[src/shared/timer_pkg.sv]
package timer_pkg;
  // Register locations in data memory
  localparam logic [7:0] COUNTER_PRELOAD_ADDR = 8'h0D;
  localparam logic [7:0] TIMER_CONTROL_ADDR = 8'h0E;
  // Control field positions
  localparam int PSC_LSB = 0;
  localparam int EDGE_BIT = 3;
  localparam int RUN_BIT = 4;
  localparam int MODE_LSB = 6;
  // Overflow request flag sits at bit 5 of the interrupt control register
  localparam int OVF_FLAG_BIT = 5;
  // Control reset value 00-0 1000; bit 5 is unused and reads zero
  localparam logic [7:0] CONTROL_RESET = 8'h08;
  localparam logic [7:0] CONTROL_WMASK = 8'hDF;
  localparam logic [7:0] COUNT_MAX = 8'hFF;
  localparam logic [7:0] BYTE_ZERO = 8'h00;
  // Divider stages behind the internal timer clock
  localparam int PSC_STAGES = 7;

  // Operating modes held in control bits 7:6
  typedef enum logic [1:0] {
    MODE_UNUSED = 2'h0,
    MODE_EVENT = 2'h1,
    MODE_TIMER = 2'h2,
    MODE_PULSE = 2'h3
  } mode_t;

  // Decoded control register
  typedef struct packed {
    mode_t mode;
    logic unused5;
    logic run;
    logic edge_fall;
    logic [2:0] psc;
  } control_t;

  // Data memory access from the core
  typedef struct packed {
    logic wr;
    logic rd;
    logic [7:0] addr;
    logic [7:0] wdata;
  } mem_req_t;
endpackage : timer_pkg

[src/rtl/prescaler.sv]
// Free running divider; emits a one-cycle tick every 2**sel system clocks
module prescaler #(
  parameter int STAGES = 7
) (
  input wire logic ref_clk,
  input wire logic sys_rst,
  input wire logic [2:0] sel,
  output logic tick
);
  logic [STAGES-1:0] div_q;
  logic [STAGES-1:0] mask;

  // Divider chain, cleared on chip reset
  always_ff @(posedge ref_clk) begin
    if (sys_rst) begin
      div_q <= '0;
    end else begin
      div_q <= div_q + 1'b1;
    end
  end

  // Tick when the selected low bits wrap; sel of zero ticks every cycle
  always_comb begin
    mask = STAGES'((1 << sel) - 1);
    tick = ((div_q & mask) == '0);
  end
endmodule : prescaler

[src/rtl/timer_event_counter_8bit.sv]
// How it works
// - Eight-bit up-counter clocked by the timer pin or the prescaled clock.
// - Writes go to preload register; reads return live counter value.
// - Event mode counts pin edges; timer mode counts prescaler ticks.
// - Count to FFH, then reload from preload and set overflow flag bit 5.
// - Pulse mode starts on active edge, stops on return, clears run bit.
// - One measurement only; software must set run again for the next.
// - Pulse measurement needs an edge, not merely an active level.
// - Overflow during pulse measurement reloads and requests like other modes.
// - Control bit 4 is the run bit; one enables counting.
// - Run bit clears itself only in pulse mode, else only by software.
// - Counter overflow is offered as a wake-up source from halt.
// - Clearing the overflow enable stops the request reaching service.
// - Writing while stopped also loads the counter directly.
// - Writing while running only updates preload; counter takes it later.
// - Count clock is blocked during a counter read.
// - Control bits 2:0 divide system clock by two to the power n.
// - Control bit 3 picks the active edge; zero is rising.
// - Divided output toggles on every overflow.
// - Control resets to 00-0 1000; warm reset leaves it alone.
// - Control bits 7:6 pick event, timer or pulse mode; 00 idles.
// - Port A bit 3 latch gates divided output onto the pin.
module timer_event_counter_8bit #(
  parameter int WIDTH = 8
) (
  input wire logic ref_clk,
  input wire logic sys_rst,
  input wire logic warm_rst,
  input wire timer_pkg::mem_req_t mem_req,
  output logic [7:0] mem_rdata,
  input wire logic timer_pin,
  input wire logic ovf_flag_clear,
  input wire logic overflow_irq_enable,
  output logic overflow_request_flag,
  output logic irq_request,
  output logic wake_request,
  input wire logic pfd_option,
  input wire logic port_a_bit3,
  output logic divided_frequency_out,
  output logic pa3_pin_out
);
  // Pulse measurement sequencing
  typedef enum logic [2:0] {
    PW_IDLE = 3'b001,
    PW_WAIT = 3'b010,
    PW_MEAS = 3'b100
  } pw_state_t;

  // Register state
  timer_pkg::control_t ctrl_q;
  logic [WIDTH-1:0] preload_q;
  logic [WIDTH-1:0] count_q;
  logic [WIDTH-1:0] count_d;
  logic pin_q;
  logic pfd_q;
  logic flag_q;
  logic [7:0] rdata_q;
  pw_state_t pw_q;
  pw_state_t pw_d;
  logic tick;
  logic rise;
  logic fall;
  logic act_edge;
  logic ret_edge;
  logic adv;
  logic ovf;
  logic wr_cnt;
  logic wr_ctl;
  logic rd_cnt;
  logic pw_done;
  logic pw_armed;
  logic hit_cnt;
  logic hit_ctl;
  logic [7:0] rdata_d;
  timer_pkg::control_t ctrl_wr;
  logic run_clear;
  logic ld_direct;

  // Free-running divider; the first tick after a start may come early
  prescaler #(
    .STAGES(timer_pkg::PSC_STAGES)
  ) u_psc (
    .ref_clk(ref_clk),
    .sys_rst(sys_rst),
    .sel(ctrl_q.psc),
    .tick(tick)
  );

  // Address match, shared by reads and writes
  assign hit_cnt = (mem_req.addr == timer_pkg::COUNTER_PRELOAD_ADDR);
  assign hit_ctl = (mem_req.addr == timer_pkg::TIMER_CONTROL_ADDR);

  // Access strobes; other locations are not ours and are ignored
  assign wr_cnt = mem_req.wr && hit_cnt;
  assign wr_ctl = mem_req.wr && hit_ctl;
  assign rd_cnt = mem_req.rd && hit_cnt;

  // Pin history for edge detection; the pin is already synchronous
  always_ff @(posedge ref_clk) begin
    if (sys_rst) begin
      pin_q <= 1'b0;
    end else begin
      pin_q <= timer_pin;
    end
  end

  // Raw transitions; pin_q resets to the idle low level, so no false edge
  assign rise = timer_pin && !pin_q;
  assign fall = !timer_pin && pin_q;

  // Bit 3 low means rising edge is active; the return edge is the other one
  always_comb begin
    if (ctrl_q.edge_fall) begin
      act_edge = fall;
      ret_edge = rise;
    end else begin
      act_edge = rise;
      ret_edge = fall;
    end
  end

  // Pulse measurement only runs while its mode and the run bit are both set
  assign pw_armed = (ctrl_q.mode == timer_pkg::MODE_PULSE) && ctrl_q.run;

  // Pulse measurement state: arm on run, wait for edge, count to return
  always_comb begin
    pw_d = pw_q;
    pw_done = 1'b0;
    case (pw_q)
      PW_IDLE: begin
        // Arm as soon as run is set in pulse mode
        if (pw_armed) begin
          pw_d = PW_WAIT;
        end
      end
      PW_WAIT: begin
        // An input already at the active level does not start a count
        if (!pw_armed) begin
          pw_d = PW_IDLE;
        end else if (act_edge) begin
          pw_d = PW_MEAS;
        end
      end
      PW_MEAS: begin
        // Leaving the mode or clearing run abandons the measurement
        if (!pw_armed) begin
          pw_d = PW_IDLE;
        end else if (ret_edge) begin
          pw_d = PW_IDLE;
          pw_done = 1'b1;
        end
      end
      default: begin
        pw_d = PW_IDLE;
      end
    endcase
  end

  // Measurement state, idle after chip reset
  always_ff @(posedge ref_clk) begin
    if (sys_rst) begin
      pw_q <= PW_IDLE;
    end else begin
      pw_q <= pw_d;
    end
  end

  // Count enable per mode; a counter read in progress blocks the count clock
  always_comb begin
    case (ctrl_q.mode)
      timer_pkg::MODE_EVENT: begin
        adv = ctrl_q.run && act_edge;
      end
      timer_pkg::MODE_TIMER: begin
        adv = ctrl_q.run && tick;
      end
      timer_pkg::MODE_PULSE: begin
        // The cycle of the return edge is not counted
        adv = (pw_q == PW_MEAS) && tick && !pw_done;
      end
      default: begin
        adv = 1'b0;
      end
    endcase
    if (rd_cnt) begin
      adv = 1'b0;
    end
  end

  // Overflow only on a real count step; a blocked cycle never wraps
  assign ovf = adv && (count_q == WIDTH'(timer_pkg::COUNT_MAX));

  // Hardware clears the run bit only when a measurement completes
  assign run_clear = pw_done && (ctrl_q.mode == timer_pkg::MODE_PULSE);

  // A stopped counter takes written data straight away
  assign ld_direct = wr_cnt && !ctrl_q.run;

  // Next counter value
  always_comb begin
    count_d = count_q;
    if (ovf) begin
      count_d = preload_q;
    end else if (adv) begin
      count_d = count_q + 1'b1;
    end
    // A stopped write overrides any count step
    if (ld_direct) begin
      count_d = WIDTH'(mem_req.wdata);
    end
  end

  // Counter holds its value across both resets, as the hardware does
  always_ff @(posedge ref_clk) begin
    count_q <= count_d;
  end

  // Preload register; running writes only land here
  always_ff @(posedge ref_clk) begin
    if (wr_cnt) begin
      preload_q <= WIDTH'(mem_req.wdata);
    end
  end

  // Writable image of the data bus; bit 5 has no storage and stays zero
  assign ctrl_wr = timer_pkg::control_t'(mem_req.wdata
                                         & timer_pkg::CONTROL_WMASK);

  // Control register; warm reset during halt leaves it untouched
  always_ff @(posedge ref_clk) begin
    if (sys_rst) begin
      ctrl_q <= timer_pkg::control_t'(timer_pkg::CONTROL_RESET);
    end else if (warm_rst) begin
      ctrl_q <= ctrl_q;
    end else if (wr_ctl) begin
      ctrl_q <= ctrl_wr;
      // A software write wins over a same-cycle hardware clear
    end else if (run_clear) begin
      ctrl_q.run <= 1'b0;
    end
  end

  // Sticky overflow request; a new overflow wins over a clear
  always_ff @(posedge ref_clk) begin
    if (sys_rst) begin
      flag_q <= 1'b0;
    end else if (ovf) begin
      flag_q <= 1'b1;
    end else if (ovf_flag_clear) begin
      flag_q <= 1'b0;
    end
  end

  // Flag image for the interrupt control register
  assign overflow_request_flag = flag_q;
  // Service is gated by the enable; the flag itself stays visible
  assign irq_request = flag_q && overflow_irq_enable;
  // Wake-up ignores the enable, so a masked overflow still wakes
  assign wake_request = ovf;

  // Divided-frequency output toggles on each overflow
  always_ff @(posedge ref_clk) begin
    if (sys_rst) begin
      pfd_q <= 1'b0;
    end else if (ovf) begin
      pfd_q <= !pfd_q;
    end
  end

  assign divided_frequency_out = pfd_q;
  // Port latch low forces the pin low when the option is on
  always_comb begin
    if (pfd_option) begin
      pa3_pin_out = port_a_bit3 && pfd_q;
    end else begin
      pa3_pin_out = port_a_bit3;
    end
  end

  // Read mux; counter read shows the live count, unmapped reads zero
  always_comb begin
    rdata_d = timer_pkg::BYTE_ZERO;
    if (hit_cnt) begin
      rdata_d = 8'(count_q);
    end else if (hit_ctl) begin
      rdata_d = 8'(ctrl_q) & timer_pkg::CONTROL_WMASK;
    end
  end

  // Registered read data; held until the next read
  always_ff @(posedge ref_clk) begin
    if (sys_rst) begin
      rdata_q <= timer_pkg::BYTE_ZERO;
    end else if (mem_req.rd) begin
      rdata_q <= rdata_d;
    end
  end

  // Read data comes straight from the register
  assign mem_rdata = rdata_q;
endmodule : timer_event_counter_8bit

[config.mk]
export PLATFORM = sky130hd
export DESIGN_NAME = timer_event_counter_8bit
export DESIGN_NICKNAME = d
export VERILOG_FILES = /design/src/shared/timer_pkg.sv /design/src/rtl/prescaler.sv /design/src/rtl/timer_event_counter_8bit.sv
export SDC_FILE = /design/constraint.sdc
export NUM_CORES = 1
export LEC_CHECK = 0
export BUFFER_PORTS_ARGS = -buffer_cell sky130_fd_sc_hd__buf_2
export CAP_MARGIN = 30
export CORE_MARGIN = 2
export CORE_UTILIZATION = 59
export DETAILED_ROUTE_END_ITERATION = 8
export PLACE_DENSITY = 0.89
export SYNTH_ARGS = -nofsm -noshare
export SYNTH_HDL_FRONTEND = slang
export SYNTH_SLANG_ARGS = --single-unit
[constraint.sdc]
create_clock -name ref_clk -period 4.5 [get_ports ref_clk]
set_input_delay 0.45 -clock ref_clk [delete_from_list [all_inputs] [get_ports ref_clk]]
set_output_delay 0.45 -clock ref_clk [all_outputs]
set_load 0.02 [all_outputs]
---- Word level (Yosys, flattened, before mapping) ----
Index checks and enable logic that the tools add are counted.
operators by class
  add/sub/neg operators ................... 3
  eq/ne operators ......................... 12
  shifts and indexed selects .............. 1
  multiplexer cells ....................... 23
  bitwise gates (word level) .............. 2
  reductions and logical operators ........ 27
operator list
  kind                 count
  $mux 8               5
  $eq 8x4->1 const B   2
  $logic_and 1x1->1    15
  $mux 3               5
  $mux 1               11
  $pmux 3 s3           1
  $add 8x1->8 const B  1
  $eq 8x8->1 const B   1
  $add 7x1->7 const B  1
  $and 7x7->7          1
  $logic_not 7->1      1
  $shl 1x3->7 const A  1
  $sub 7x2->7 const B  1
  $ne 3x3->1 const B   2
  $logic_not 1->1      5
  $eq 2x2->1 const B   2
  $reduce_and 2->1     2
  $reduce_bool 2->1    2
  $eq 3x1->1 const B   1
  $eq 3x2->1 const B   1
  $eq 3x3->1 const B   1
  $pmux 1 s3           1
  $reduce_and 3->1     1
  $reduce_bool 3->1    1
  other kinds (3)      3
storage, ports and cells
  register bits ........................... 44
  input bits .............................. 26

---- Logic depth before layout (Yosys ltp) ----
  word-level depth ........................ 13
  depth in mapped cells ................... 8

---- Hierarchy ----
From an unflattened synthesis, not the netlist that was laid out.
unflattened totals
  cells, all modules ...................... 209
  area, all modules ....................... 2100.8 sq um
by module, submodules not included
  module                    instances  cells an instance  area an instance (sq um)  seq. area each (sq um)
  timer_event_counter_8bit  1          173                1789.2                    900.9
  prescaler                 1          36                 311.5                     140.1

---- Worst setup path after synthesis ----
No wires, ideal clock.
  path type ............................... flip-flop to output port
  start point ............................. register count_q[0]
  end point ............................... output port wake_request
  data arrival time ....................... 1.623 ns
  data required time ...................... 4.050 ns
  setup slack ............................. 2.427 ns
  cell stages (with the launch flop) ...... 8
  path buffers ............................ 1
  cell sequence ........................... edfxtp_1 -> ha_1 -> nand3_1 -> nor2_1 -> nand3_1 -> nor3_2 -> buf_6 -> and2_1
between the ends
  word-level cells in the longest chain between the ends .. 2
ends and longest elaborated chain
  item                    RTL line                         text
  from (decl)             timer_event_counter_8bit.sv:52   logic [WIDTH-1:0] count_q;
  from (signal assigned)  timer_event_counter_8bit.sv:215  count_q <= count_d;
  $eq 8x8->1              timer_event_counter_8bit.sv:191  assign ovf = adv && (count_q == WIDTH'(timer_pkg::COUNT_MAX));
  $logic_and 1x1->1       timer_event_counter_8bit.sv:191
  to (decl)               timer_event_counter_8bit.sv:36   output logic wake_request,
Every way passes these cells.

---- Worst setup path in the final report ----
Ends and elaborated chain as after synthesis.

==> run_results.csv <==
group,metric,value,unit
cells_and_area,layout_commonest_cell,"buf_2",
critical_path,cp.arrival,2.54,ns
critical_path,reg2reg_to,"count_q[1]",
timing,slew_headroom,0.480,
clock_network,cts_tree,"built",
global_routing,track_usage,0.226,
synth,synth_warnings,0,
floorplanning,initial_core_util,0.632,
cells_and_area,diodes,0,
synth,synth.avg_cell_area,9.86,sq um
timing,rsz0062_at_grt,"no",
detailed_routing,wl,4.46,mm
floorplanning,boundaryPins,39,
detailed_routing,dr.first_iter.drc_count,121,
clock_network,clk_latency,0.35,ns
power_and_ir_drop,power,0.632,mW
cells_and_area,fin_util,0.700,
synth,synth_top_area_frac,0.260,
critical_path,critPathLaunch,"count_q[0]",
critical_path,reg2reg_from,"count_q[0]",
floorplanning,rows,21,
synth,synthDistinctLibCells,44,
global_routing,grt_pass1_vias,1604,
critical_path,end_kind,"output pin",
power_and_ir_drop,power_density,264,mW/mm^2
detailed_routing,postRouteAntennaNets,0,
timing,finalCritPeriodShare,0.665,
clock_network,cts.path.max_buffers,2,
synth,synth_top_area_cell,"dfxtp_1",
synth,syn-cell-area,0.00216,sq mm
job,max-cap-violations,0,
floorplanning,coreArea,0.00342,sq mm
detailed_routing,vias,1730,
timing,final-hold-violation-count,0,
clock_network,cts_buffers,5,
place,hpwl,3.28,mm
synth,yosysSeqAreaShare,0.482,
timing,worst_pin_slew,0.775,ns
cells_and_area,syn2layout_area_growth,10.8,%
status,status,"complete, no violations",
critical_path,crit_fanout,12,
timing,setup_violations,0,
worst_hold_path,hold_path.class,"in -> reg",
clock_network,clk_pin_slew,0.13,ns
clock_network,cts_resized,0,
floorplanning,die_w,64.5,microns
synth,syn_inst,219,
power_and_ir_drop,ir_drop,0.176,mV
synth,synth_edf_count,16,
timing,fin_hold_ws,0.281,ns
power_and_ir_drop,leakage,1.01,nW
synth,netlist_top_cells_area,"dfxtp_1, edfxtp_1, nor2_1",
clock_network,postCtsHoldBufs,0,
timing,timing.fmax,0.334,GHz
cells_and_area,mostFrequentLayoutCells,"buf_2, nor2_1, dfxtp_1",
place,gp_congestion,0.877,
place,port_buffers,38,
timing,tns,0,ns
synth,synthArstFlopShare,0,
global_routing,grt_first_pass_wirelength,7.20,mm
clock_network,cts.sinks,44,
global_routing,antenna_found_initial,0,
critical_path,cp.required,4.05,ns
synth,synth_top_flop_cell,"dfxtp_1",
critical_path,criticalPathCategory,"reg -> out",
synth,synth_seq_cells,44,
critical_path,endpoint,"wake_request",
cells_and_area,drive_above_1_share,0.216,
critical_path,setup.worst_path.start_class,"flop",
timing,fin_worst_skew,0.0139,ns
timing,slew_viol_final,0,
floorplanning,fp.dieArea,0.00416,sq mm
detailed_routing,drc_errors,0,
clock_network,h-tree-depth,2,
synth,synth_fp_nets,250,
global_routing,grt_max_degree,27,
detailed_routing,routedWlPerCell,14.8,microns
clock_network,postCtsSetupBuffers,0,
detailed_routing,vias_per_cell,5.75,
floorplanning,fp.dieH,64.5,microns
clock_network,root_buffer,"clkbuf_4",
timing,post-route-min-period,2.99,ns
critical_path,rrSetupSlack,2.14,ns
detailed_routing,dr.pass1.iters,4,
cells_and_area,final_nets,285,
global_routing,grt_overflow_total,0,
critical_path,ff2ff_path_depth,7,
-- flip-flops by register name, summed over array words and instances (netlist names) --
signal / cells
u_psc.div_q: 7
ctrl_q: 7
preload_q: 8
divided_frequency_out: 1
mem_rdata: 8
pin_q: 1
pw_q: 3
count_q: 8
overflow_request_flag: 1
-- layout make-up --
class                      count  area (sq um)
sequential                    44          1040
fill                         281          1020
multi-input combinational    158          1020
timing repair buffer          38           190
tap                           46          57.6
clock buffer                   5          37.5
inverter                       7          26.3
clock inverter                 3          18.8
-- routing by layer --
layer	track usage	vias up	share of wire
li1	-	862	-
met1	0.279	816	0.44
met2	0.393	42	0.50
met3	0.0347	10	0.038
met4	0.0984	0	0.017
met5	0	-	0
-- worst min path at each step --
stage	slack, ns	from	cells after the start	endpoint
after floorplan	0.43	u_psc.div_q[0]	1	u_psc.div_q[0]
after global routing	0.28	mem_req[5]	1	preload_q[5]
final	0.28	mem_req[3]	1	preload_q[3]
after CTS	0.27	mem_req[3]	1	preload_q[3]
after detailed placement	0.46	u_psc.div_q[0]	1	u_psc.div_q[0]
after global placement	0.45	u_psc.div_q[0]	1	u_psc.div_q[0]
-- per-stage QoR --
step	instance area [sq um]	std cells	setup slack, ns
3_3_place_gp	2330	293	1.87
6_report	2390	301	1.51
2_1_floorplan	2160	219	2.43
4_1_cts	2390	301	1.48
5_1_grt	2390	301	1.26
3_5_place_dp	2330	293	1.85
-- power by group --
| part | switching (mW) | internal (mW) |
|---|---|---|
| logic | 0.0162 | 0.0138 |
| clock network | 0.125 | 0.0601 |
| registers | 0.00284 | 0.413 |
-- worst max-delay path, cell delays in order (launching register included) --
cell,delay (ns)
edfxtp_1,0.43
ha_1,0.20
nand3_1,0.12
nor2_1,0.19
nand3_1,0.22
nor3_2,0.65
and2_1,0.21
buf_2,0.16
-- synthesized netlist by cell type (5+ instances only) --
library cell and number:
nand2_1 9, inv_1 7, nor2b_1 6, a222oi_1 7, dfxtp_1 28, nor2_1 37, a21o_1 5, xnor2_1 8
ha_1 5, clkbuf_1 5, a21oi_1 12, nand3_1 11, mux2i_1 6, edfxtp_1 16
-- kinds of logic after synthesis --
| group | after synthesis | share of synthesized area |
|---|---|---|
| compound gates | 44 | 0.147 |
| fa+ha+maj | 5 | 0.0290 |
| simple gates | 90 | 0.214 |
| xor+xnor | 12 | 0.0487 |
| flops | 44 | 0.482 |
| mux | 7 | 0.0330 |
| buf+inv | 17 | 0.0452 |
Power figures use the tool's default switching activity.
